<file path="config.mk">
export PLATFORM = sky130hd
export DESIGN_NAME = dee_ctrl
export DESIGN_NICKNAME = d
export VERILOG_FILES = /design/src/dee_pkg.sv /design/src/dee_array.sv /design/src/dee_ctrl.sv
export VERILOG_INCLUDE_DIRS = /design/src /design/src/src
export SDC_FILE = /design/constraint.sdc
export NUM_CORES = 2
export LEC_CHECK = 0
export CAP_MARGIN = 20
export CELL_PAD_IN_SITES_DETAIL_PLACEMENT = 2
export CELL_PAD_IN_SITES_GLOBAL_PLACEMENT = 2
export CORE_UTILIZATION = 28
export CTS_CLUSTER_SIZE = 10
export DETAILED_ROUTE_END_ITERATION = 16
export DONT_BUFFER_PORTS = 1
export HOLD_SLACK_MARGIN = 0.12
export MAX_ROUTING_LAYER = met4
export PLACE_DENSITY_LB_ADDON = 0.1
export SYNTH_ARGS = -nofsm -noshare
export SYNTH_HDL_FRONTEND = slang
export SYNTH_SLANG_ARGS = --single-unit
export TNS_END_PERCENT = 1
</file>
<file path="constraint.sdc">
create_clock -name clock -period 3.3 [get_ports clock]
set_input_delay 0.33 -clock clock [delete_from_list [all_inputs] [get_ports clock]]
set_output_delay 0.33 -clock clock [all_outputs]
set_load 0.005 [all_outputs]
</file>
<file path="src/dee_params.svh">
/*
  Constants of the data EEPROM row programmer: bus addresses, control
  register layout, array geometry and programming cycle timing.
  Assumes a 100 MHz CPU clock and a 16-bit CPU address bus.
*/
`ifndef DEE_PARAMS_SVH
`define DEE_PARAMS_SVH

// Control/status register address
`define DEE_CSR_ADDR 16'h002C
// Array window: base and decode mask (256 bytes)
`define DEE_ARRAY_BASE 16'h0C00
`define DEE_ARRAY_MASK 16'hFF00
// Control/status reset value and bit positions
`define DEE_CSR_RESET 8'h00
`define DEE_BIT_IE 2
`define DEE_BIT_LAT 1
`define DEE_BIT_PGM 0
// Geometry: 16 rows of 16 bytes
`define DEE_COLS 16
`define DEE_COL_W 4
`define DEE_ROW_W 4
// Timing of one programming cycle
`define DEE_CLK_MHZ 100
`define DEE_PROG_TIME_NS 2000
`define DEE_PROG_CYCLES ((`DEE_PROG_TIME_NS * `DEE_CLK_MHZ + 999) / 1000)
`define DEE_CNT_W 16

`endif

</file>
<file path="src/dee_pkg.sv">
/*
  Types of the data EEPROM row programmer.
  Assumes dee_params.svh is included by the modules that need numbers.
*/
package dee_pkg;

  // Controller states, one-hot
  typedef enum logic [3:0] {
    DEE_ST_IDLE = 4'h1,
    DEE_ST_PROG = 4'h2,
    DEE_ST_WAIT = 4'h4,
    DEE_ST_HALT = 4'h8
  } dee_state_t;

  // One data byte
  typedef logic [7:0] dee_byte_t;

endpackage

</file>
<file path="src/dee_array.sv">
/*
  Cell array of the data EEPROM: 256 bytes, one read port, one row wide
  program port with a byte mask.
  Assumes the controller keeps the program strobe to one cycle.
*/
`timescale 1ns/10ps
`default_nettype none
`include "dee_params.svh"

module dee_array (
  input wire logic clock,
  input wire logic [7:0] rd_addr,
  output logic [7:0] rd_data,
  input wire logic prog_we,
  input wire logic [`DEE_ROW_W-1:0] prog_row,
  input wire logic [8*`DEE_COLS-1:0] prog_data,
  input wire logic [`DEE_COLS-1:0] prog_mask
);

  // Cells; no reset, content is nonvolatile by intent
  logic [7:0] cell_ff [0:255];

  // Asynchronous read, the controller registers it
  assign rd_data = cell_ff[rd_addr];

  // Erase and program every latched byte of the row at once
  always_ff @(posedge clock)
  begin
    if (prog_we)
    begin
      for (int c = 0; c < `DEE_COLS; c++)
      begin
        if (prog_mask[c])
        begin
          cell_ff[{prog_row, c[`DEE_COL_W-1:0]}] <= prog_data[8*c +: 8];
        end
      end
    end
  end

endmodule
`default_nettype wire

</file>
<file path="src/dee_ctrl.sv">
/*
  Data EEPROM row programmer: bus decode, control/status register,
  sixteen write latches, programming timer, interrupt request and
  wait/halt handling. Instantiates the cell array.
  Assumes the CPU gives single-cycle read/write strobes synchronous to
  clock, and pulses for vector fetch, wait, halt and wake-up.
// Notes on behaviour
// - Read mode returns array byte next cycle
// - Write mode captures writes into sixteen latches
// - Program start burns all captured latches together
// - Target row comes from last captured write
// - Cycle end clears start, latch mode; interrupt
// - Vector fetch withdraws pending interrupt request
// - Latches clear at end/mode fall; AND merge
// - Latch contents can never be read back
// - Wait entered now, or after running cycle
// - Halt stops at once, abandoning the cycle
// - Array read in write mode leaves bus undriven
// - Array write in read mode is ignored
// - Control bits seven to three read zero
// - Bit two enables end-of-cycle interrupt
// - Mode bit cleared by software only when idle
// - Bit zero starts cycle, reads busy
// - Cycle duration timed entirely inside the block
*/
`timescale 1ns/10ps
`default_nettype none
`include "dee_params.svh"

module dee_ctrl #(
  parameter int unsigned PROG_CYCLES = `DEE_PROG_CYCLES
) (
  input wire logic clock,
  input wire logic rst,
  input wire logic [15:0] bus_addr,
  input wire logic bus_rd,
  input wire logic bus_wr,
  input wire logic [7:0] bus_wdata,
  output logic [7:0] bus_rdata,
  output logic bus_rdata_oe,
  input wire logic vector_fetch,
  input wire logic wfi_exec,
  input wire logic halt_exec,
  input wire logic wake,
  output logic irq,
  output logic wait_mode,
  output logic halt_mode
);

  // Array window decode, shared by read and write paths
  function automatic logic in_array(input logic [15:0] a);
    return (a & `DEE_ARRAY_MASK) == `DEE_ARRAY_BASE;
  endfunction

  dee_pkg::dee_state_t st_ff; // Controller state
  logic ie_ff; // Interrupt enable
  logic lat_ff; // Write-latch mode
  logic pgm_ff; // Program start / busy
  logic irq_ff; // Pending request
  logic wfi_pend_ff; // Wait asked during a cycle
  logic [`DEE_CNT_W-1:0] cnt_ff; // Cycles left in the cycle
  logic [`DEE_ROW_W-1:0] row_ff; // Target row
  logic [7:0] lat_data_ff [0:`DEE_COLS-1]; // Latched bytes
  logic [`DEE_COLS-1:0] lat_valid_ff; // Latch holds a byte
  logic [8*`DEE_COLS-1:0] lat_flat; // Latches for the array port
  logic [7:0] arr_q; // Array read data
  logic [7:0] rdata_ff; // Registered read data
  logic rdata_oe_ff; // Registered drive enable

  logic csr_hit; // Register address match
  logic arr_hit; // Array address match
  logic csr_wr; // Register write strobe
  logic arr_wr; // Array write strobe
  logic cap; // Write taken into a latch
  logic start; // Cycle begins
  logic done; // Cycle ends normally
  logic abort; // Cycle abandoned
  logic lat_clr; // Latches emptied
  logic lat_fall; // Software drops write mode
  logic [`DEE_COL_W-1:0] col; // Latch column of this write

  assign csr_hit = bus_addr == `DEE_CSR_ADDR;
  assign arr_hit = in_array(bus_addr);
  assign csr_wr = bus_wr && csr_hit;
  assign arr_wr = bus_wr && arr_hit;
  assign col = bus_addr[`DEE_COL_W-1:0];
  // capture only in write mode, idle
  assign cap = arr_wr && lat_ff && !pgm_ff && (st_ff == dee_pkg::DEE_ST_IDLE);
  // software write of one starts a cycle
  assign start = csr_wr && bus_wdata[`DEE_BIT_PGM] && !pgm_ff
    && (lat_ff || bus_wdata[`DEE_BIT_LAT]) && !halt_exec
    && (st_ff == dee_pkg::DEE_ST_IDLE);
  // end of cycle comes from the internal timer only
  assign done = (st_ff == dee_pkg::DEE_ST_PROG) && (cnt_ff == '0)
    && !halt_exec && !abort;
  // Clearing start mid-cycle abandons it; the row is not programmed
  assign abort = (st_ff == dee_pkg::DEE_ST_PROG) && csr_wr
    && !bus_wdata[`DEE_BIT_PGM];
  assign lat_fall = csr_wr && !bus_wdata[`DEE_BIT_LAT] && !pgm_ff && lat_ff;
  // only cycle end or a falling mode bit empties them
  assign lat_clr = done || lat_fall;

  // State sequencing
  always_ff @(posedge clock)
  begin
    if (rst)
      st_ff <= dee_pkg::DEE_ST_IDLE;
    else
      unique case (st_ff)
        dee_pkg::DEE_ST_IDLE:
          if (halt_exec)
            st_ff <= dee_pkg::DEE_ST_HALT;
          else if (start)
            st_ff <= dee_pkg::DEE_ST_PROG;
          else if (wfi_exec)
            st_ff <= dee_pkg::DEE_ST_WAIT;
        dee_pkg::DEE_ST_PROG:
          if (halt_exec)
            st_ff <= dee_pkg::DEE_ST_HALT;
          else if (done && (wfi_pend_ff || wfi_exec))
            st_ff <= dee_pkg::DEE_ST_WAIT;
          else if (done || abort)
            st_ff <= dee_pkg::DEE_ST_IDLE;
        dee_pkg::DEE_ST_WAIT:
          if (halt_exec)
            st_ff <= dee_pkg::DEE_ST_HALT;
          else if (wake)
            st_ff <= dee_pkg::DEE_ST_IDLE;
        dee_pkg::DEE_ST_HALT:
          if (wake)
            st_ff <= dee_pkg::DEE_ST_IDLE;
        // Not one-hot: recover to idle
        default:
          st_ff <= dee_pkg::DEE_ST_IDLE;
      endcase
  end

  // Wait request remembered while a cycle runs
  always_ff @(posedge clock)
  begin
    if (rst || st_ff != dee_pkg::DEE_ST_PROG)
      wfi_pend_ff <= 1'b0;
    else if (wfi_exec)
      wfi_pend_ff <= 1'b1;
  end

  // Programming timer; frozen value is irrelevant outside a cycle
  always_ff @(posedge clock)
  begin
    if (rst)
      cnt_ff <= '0;
    // load the configured length at start
    else if (start)
      cnt_ff <= `DEE_CNT_W'(PROG_CYCLES - 1);
    else if (st_ff == dee_pkg::DEE_ST_PROG && cnt_ff != '0)
      cnt_ff <= cnt_ff - `DEE_CNT_W'(1);
  end

  // Interrupt enable, plain software bit
  always_ff @(posedge clock)
  begin
    if (rst)
      ie_ff <= 1'(`DEE_CSR_RESET >> `DEE_BIT_IE);
    else if (csr_wr)
      ie_ff <= bus_wdata[`DEE_BIT_IE];
  end

  // Write-latch mode bit
  always_ff @(posedge clock)
  begin
    if (rst)
      lat_ff <= 1'b0;
    else if (done)
      lat_ff <= 1'b0;
    // set any time, clear only when not busy
    else if (csr_wr && bus_wdata[`DEE_BIT_LAT])
      lat_ff <= 1'b1;
    else if (lat_fall)
      lat_ff <= 1'b0;
  end

  // Program start / busy bit
  always_ff @(posedge clock)
  begin
    if (rst)
      pgm_ff <= 1'b0;
    // cleared at cycle end or abort; halt abandons
    else if (done || abort || halt_exec)
      pgm_ff <= 1'b0;
    else if (start)
      pgm_ff <= 1'b1;
  end

  // Interrupt request; a new end event beats the vector fetch
  always_ff @(posedge clock)
  begin
    if (rst)
      irq_ff <= 1'b0;
    else if (done && ie_ff)
      irq_ff <= 1'b1;
    else if (vector_fetch)
      irq_ff <= 1'b0;
  end

  // Target row follows the latest captured write
  always_ff @(posedge clock)
  begin
    if (rst)
      row_ff <= '0;
    // upper bits of last captured write
    else if (cap)
      row_ff <= bus_addr[`DEE_COL_W +: `DEE_ROW_W];
  end

  // One latch per column
  genvar gc;
  generate
    for (gc = 0; gc < `DEE_COLS; gc++)
    begin : g_lat
      always_ff @(posedge clock)
      begin
        if (rst || lat_clr)
        begin
          lat_valid_ff[gc] <= 1'b0;
          lat_data_ff[gc] <= 8'hFF;
        end
        else if (cap && col == `DEE_COL_W'(gc))
        begin
          lat_valid_ff[gc] <= 1'b1;
          lat_data_ff[gc] <= lat_data_ff[gc] & bus_wdata;
        end
      end
      assign lat_flat[8*gc +: 8] = lat_data_ff[gc];

    end
  endgenerate

  // all valid latches written in the one end strobe
  dee_array u_array (
    .clock(clock),
    .rd_addr(bus_addr[7:0]),
    .rd_data(arr_q),
    .prog_we(done),
    .prog_row(row_ff),
    .prog_data(lat_flat),
    .prog_mask(lat_valid_ff)
  );

  // Read path; latches never reach the bus
  always_ff @(posedge clock)
  begin
    if (rst)
    begin
      rdata_ff <= 8'h00;
      rdata_oe_ff <= 1'b0;
    end
    else if (bus_rd && csr_hit)
    begin
      rdata_ff <= {5'h00, ie_ff, lat_ff, pgm_ff};
      rdata_oe_ff <= 1'b1;
    end
    else if (bus_rd && arr_hit && !lat_ff)
    begin
      rdata_ff <= arr_q;
      rdata_oe_ff <= 1'b1;
    end
    else
    begin
      // write mode read leaves bus undriven; no readback
      rdata_ff <= 8'h00;
      rdata_oe_ff <= 1'b0;
    end
  end

  assign bus_rdata = rdata_ff;
  assign bus_rdata_oe = rdata_oe_ff;
  assign irq = irq_ff;
  // One-hot state bits leave the block straight from the flop
  assign wait_mode = st_ff[2];
  assign halt_mode = st_ff[3];
endmodule
`default_nettype wire

</file>
==> metrics.txt <==
Max Slew Vio Count 309; Hold EP lat_data_ff[0][54]; Achievable Freq 282 MHz; grt ovf 0; setup bufs post-CTS 0; # H-tree levels 5; final worst slack -0.243 ns; met1 GRT Util 39.4%; pin count of the biggest net entering global routing 616; Cells on Worst Hold Path 3; met2 Track Usage GR 42.4%; Pre-Repair DR Iteration Count 5; period utilisation layout 107%; Worst Skew 0.0661 ns; Peak VDD IR 0.376 mV; Final Hold Vio Count 0; Hold WC Path Type in -> reg; Synth Cell Area 87100 um2; Area after DPL 94600 um2; sequential area share after synthesis 76.3%; number of fill cells in the layout 30226; status complete, but fails checks; Max Root-Sink Buffers 4; Layout Nets 4944; CP most frequent cell nand2_1; ys async rst share 0%; root buf cell clkbuf_16; r2r endpoint u_array.cell_ff[71][6]; CP endpoint kind flop; RePlAce Congestion 1.06; Post-Layout Inst Area 105000 um2; Avg Inst Size Synth 19.9 um2; detailed router's first-iteration violation count 7059; DR vias 51244; die area 313000 um2; leakage power total 31.7 nW; failing checks slew limit, setup timing; Worst EP required 4.08 ns; critical-path cell list mux4_2 -> nand2_1 -> nand2_1 -> a2111oi_0 -> o32ai_1 -> a311o_1; die height 560 um; CP Launch Type primary input; TritonCTS clock tree done; most frequent cells in the layout edfxtp_1 (2176), mux4_2 (433), buf_4 (390), clkbuf_16 (287), mux2i_1 (211); GRT busiest layer met2; most common cell after layout, fill and taps aside edfxtp_1; routed len/inst 48.1 um; CTS buffer count 276; MaxCap Viol Count 0; Pwr Total 0.0617 W; Top Ports 44; DRT Wirelength 443000 um; Slew headroom -27.2%; antenna violations before repair 107; first-pass GRT wire length 560000 um; met3 Use GR 4.78%; register bit total from synthesis 2230; post-route ant nets 0; CP Data Arrival Time 4.32 ns; standard-cell rows 204; max incr delay on CP 0.91 ns; initial core utilization 28.2%; Netlist cell types 83; Vias/cell 5.57; DRC 0; Main synth FF type edfxtp_1; Setup CP Type in -> reg; Placed Instances 8677; Slew @ Worst Pin 1.91 ns; core area 309000 um2; crit path time final 3.54 ns; Hold Crit Start bus_addr[1]; PwrDens 590 nW/um2; Worst-Skew Late Latency 0.90 ns; Die X 560 um; unrepaired setup endpoints after global routing yes; Synth Warn # 0; pre-CTS WS -0.274 ns; hpwl dp 289000 um; CP max FO 615; RR Startpoint cnt_ff[11]; slowest stage cell, crit path a2111oi_0; Area Overhead vs Synth 20.0%; global-route usage over all layers 28.5%; R2R cell count 8; fin cells 9201; layout cells sized above 1 30.2%; PortBufs 0; r2r setup slk -0.04 ns; Mapped Nets 4421; Mapped Cells 4388; number of global-route vias before repair 50530; setup violators final 48; number of synthesized flops with an enable pin 2176; Sinks on Clock Net 2230; CTS clk-pin slew, worst paths 0.07 ns
power breakdown:
part	internal (W)	total, W	leakage [nW]	switching [W]
registers	0.0306	0.0306	19.2	0.00000987
clock network	0.0158	0.0279	3.79	0.0121
logic	0.00106	0.00309	8.70	0.00203
registers in the layout (all words and copies together), names as in the netlist, 4 cells and up:
register,cells
lat_data_ff,128
u_array.cell_ff,2048
st_ff,4
bus_rdata,8
lat_valid_ff,16
row_ff,4
cnt_ff,16
timing repair:
action                                 4_1_cts  5_1_grt
endpoints found under the hold margin      204        0
setup endpoints to repair                 1711     2167
gates cloned                                 0        4
hold buffers                                69        0
gates resized for setup                    143      159
pin swaps                                    0        1
synthesized netlist by cell type (all sizes together), types with 7 or more instances:
library cell  number  area (um2)
mux2i            211        2110
nor4               7        50.1
o21ai             49         245
a22oi             50         375
or3                8        50.1
clkbuf           102         383
o221ai            56         490
o22ai             31         194
nand2b             9        56.3
a21oi             87         435
and2              13        81.3
dfxtp             54        1080
inv               13        48.8
a2111oi            8        82.6
a31oi              8        50.1
a221o             12         120
o211ai            11        82.6
mux2              36         405
nand3             48         240
nor2b             16         100
and3              10        62.6
a21o             129         968
nand3b             7        56.3
nand2            168         648
a221oi            29         254
buf              165        1100
o2111ai            7        61.3
xor2              10        87.6
nor2             322        1210
a211o             16         140
a211oi            12        90.1
edfxtp          2176       65300
mux4             433        9750
kinds of logic after synthesis:
logic type / after synthesis / share of synthesized area, %
AO/OA/AOI/OAI: 538 / 4.47
XOR/XNOR: 15 / 0.151
adder cells (fa/ha/maj): 1 / 0.0144
buffers and inverters: 280 / 1.76
flip-flops: 2230 / 76.3
multiplexers: 680 / 14.1
AND/OR/NAND/NOR: 644 / 3.27
metal layers:
metal | wire (um) | part of all wire (%) | up-vias
met5 | 0 | 0 | -
met4 | 17800 | 4.0 | 0
met3 | 31300 | 7.1 | 504
met2 | 199000 | 45 | 2506
met1 | 195000 | 44 | 29104
li1 | - | - | 19130
critical path: cells and delay by family:
| family | cells | cell delay (ns) |
|---|---|---|
| AO/OA/AOI/OAI | 3 | 1.71 |
| multiplexers | 1 | 0.79 |
| AND/OR/NAND/NOR | 2 | 0.58 |
how the worst max path moves through the flow:
stage	slack, ns	end	depth (start not counted)	startpoint
after detailed placement	-0.27	u_array.cell_ff[226][3]	9	cnt_ff[11]
after CTS	-0.16	u_array.cell_ff[57][3]	8	cnt_ff[11]
after global placement	-0.71	bus_rdata[0]	6	bus_addr[0]
final	-0.24	bus_rdata[0]	6	bus_addr[1]
after global routing	-0.18	u_array.cell_ff[77][2]	8	cnt_ff[11]
after floorplan	0.48	u_array.cell_ff[163][0]	9	cnt_ff[11]
through the flow:
stage | util [%] | TNS [ns] | hold WS [ns]
after floorplan | - | 0 | 0.420
after global placement | 30.6 | -67.86 | 0.403
after detailed placement | 30.6 | -129.56 | 0.405
after CTS | 33.6 | -31.07 | 0.121
after global routing | 33.8 | -13.77 | 0.148
final | 33.8 | -1.27 | 0.210
cell type report:
type                       instances  area [um2]  area share [%]
tap                             4120        5150            4.93
timing repair buffer             512        4860            4.65
inverter                          13        53.8          0.0515
sequential                      2230       66400            63.5
clock buffer                     357        7390            7.07
clock inverter                    39         442           0.422
antenna                           52         130           0.124
multi-input combinational       1878       20100            19.2
No activity file was read; power rests on OpenSTA's default activity.
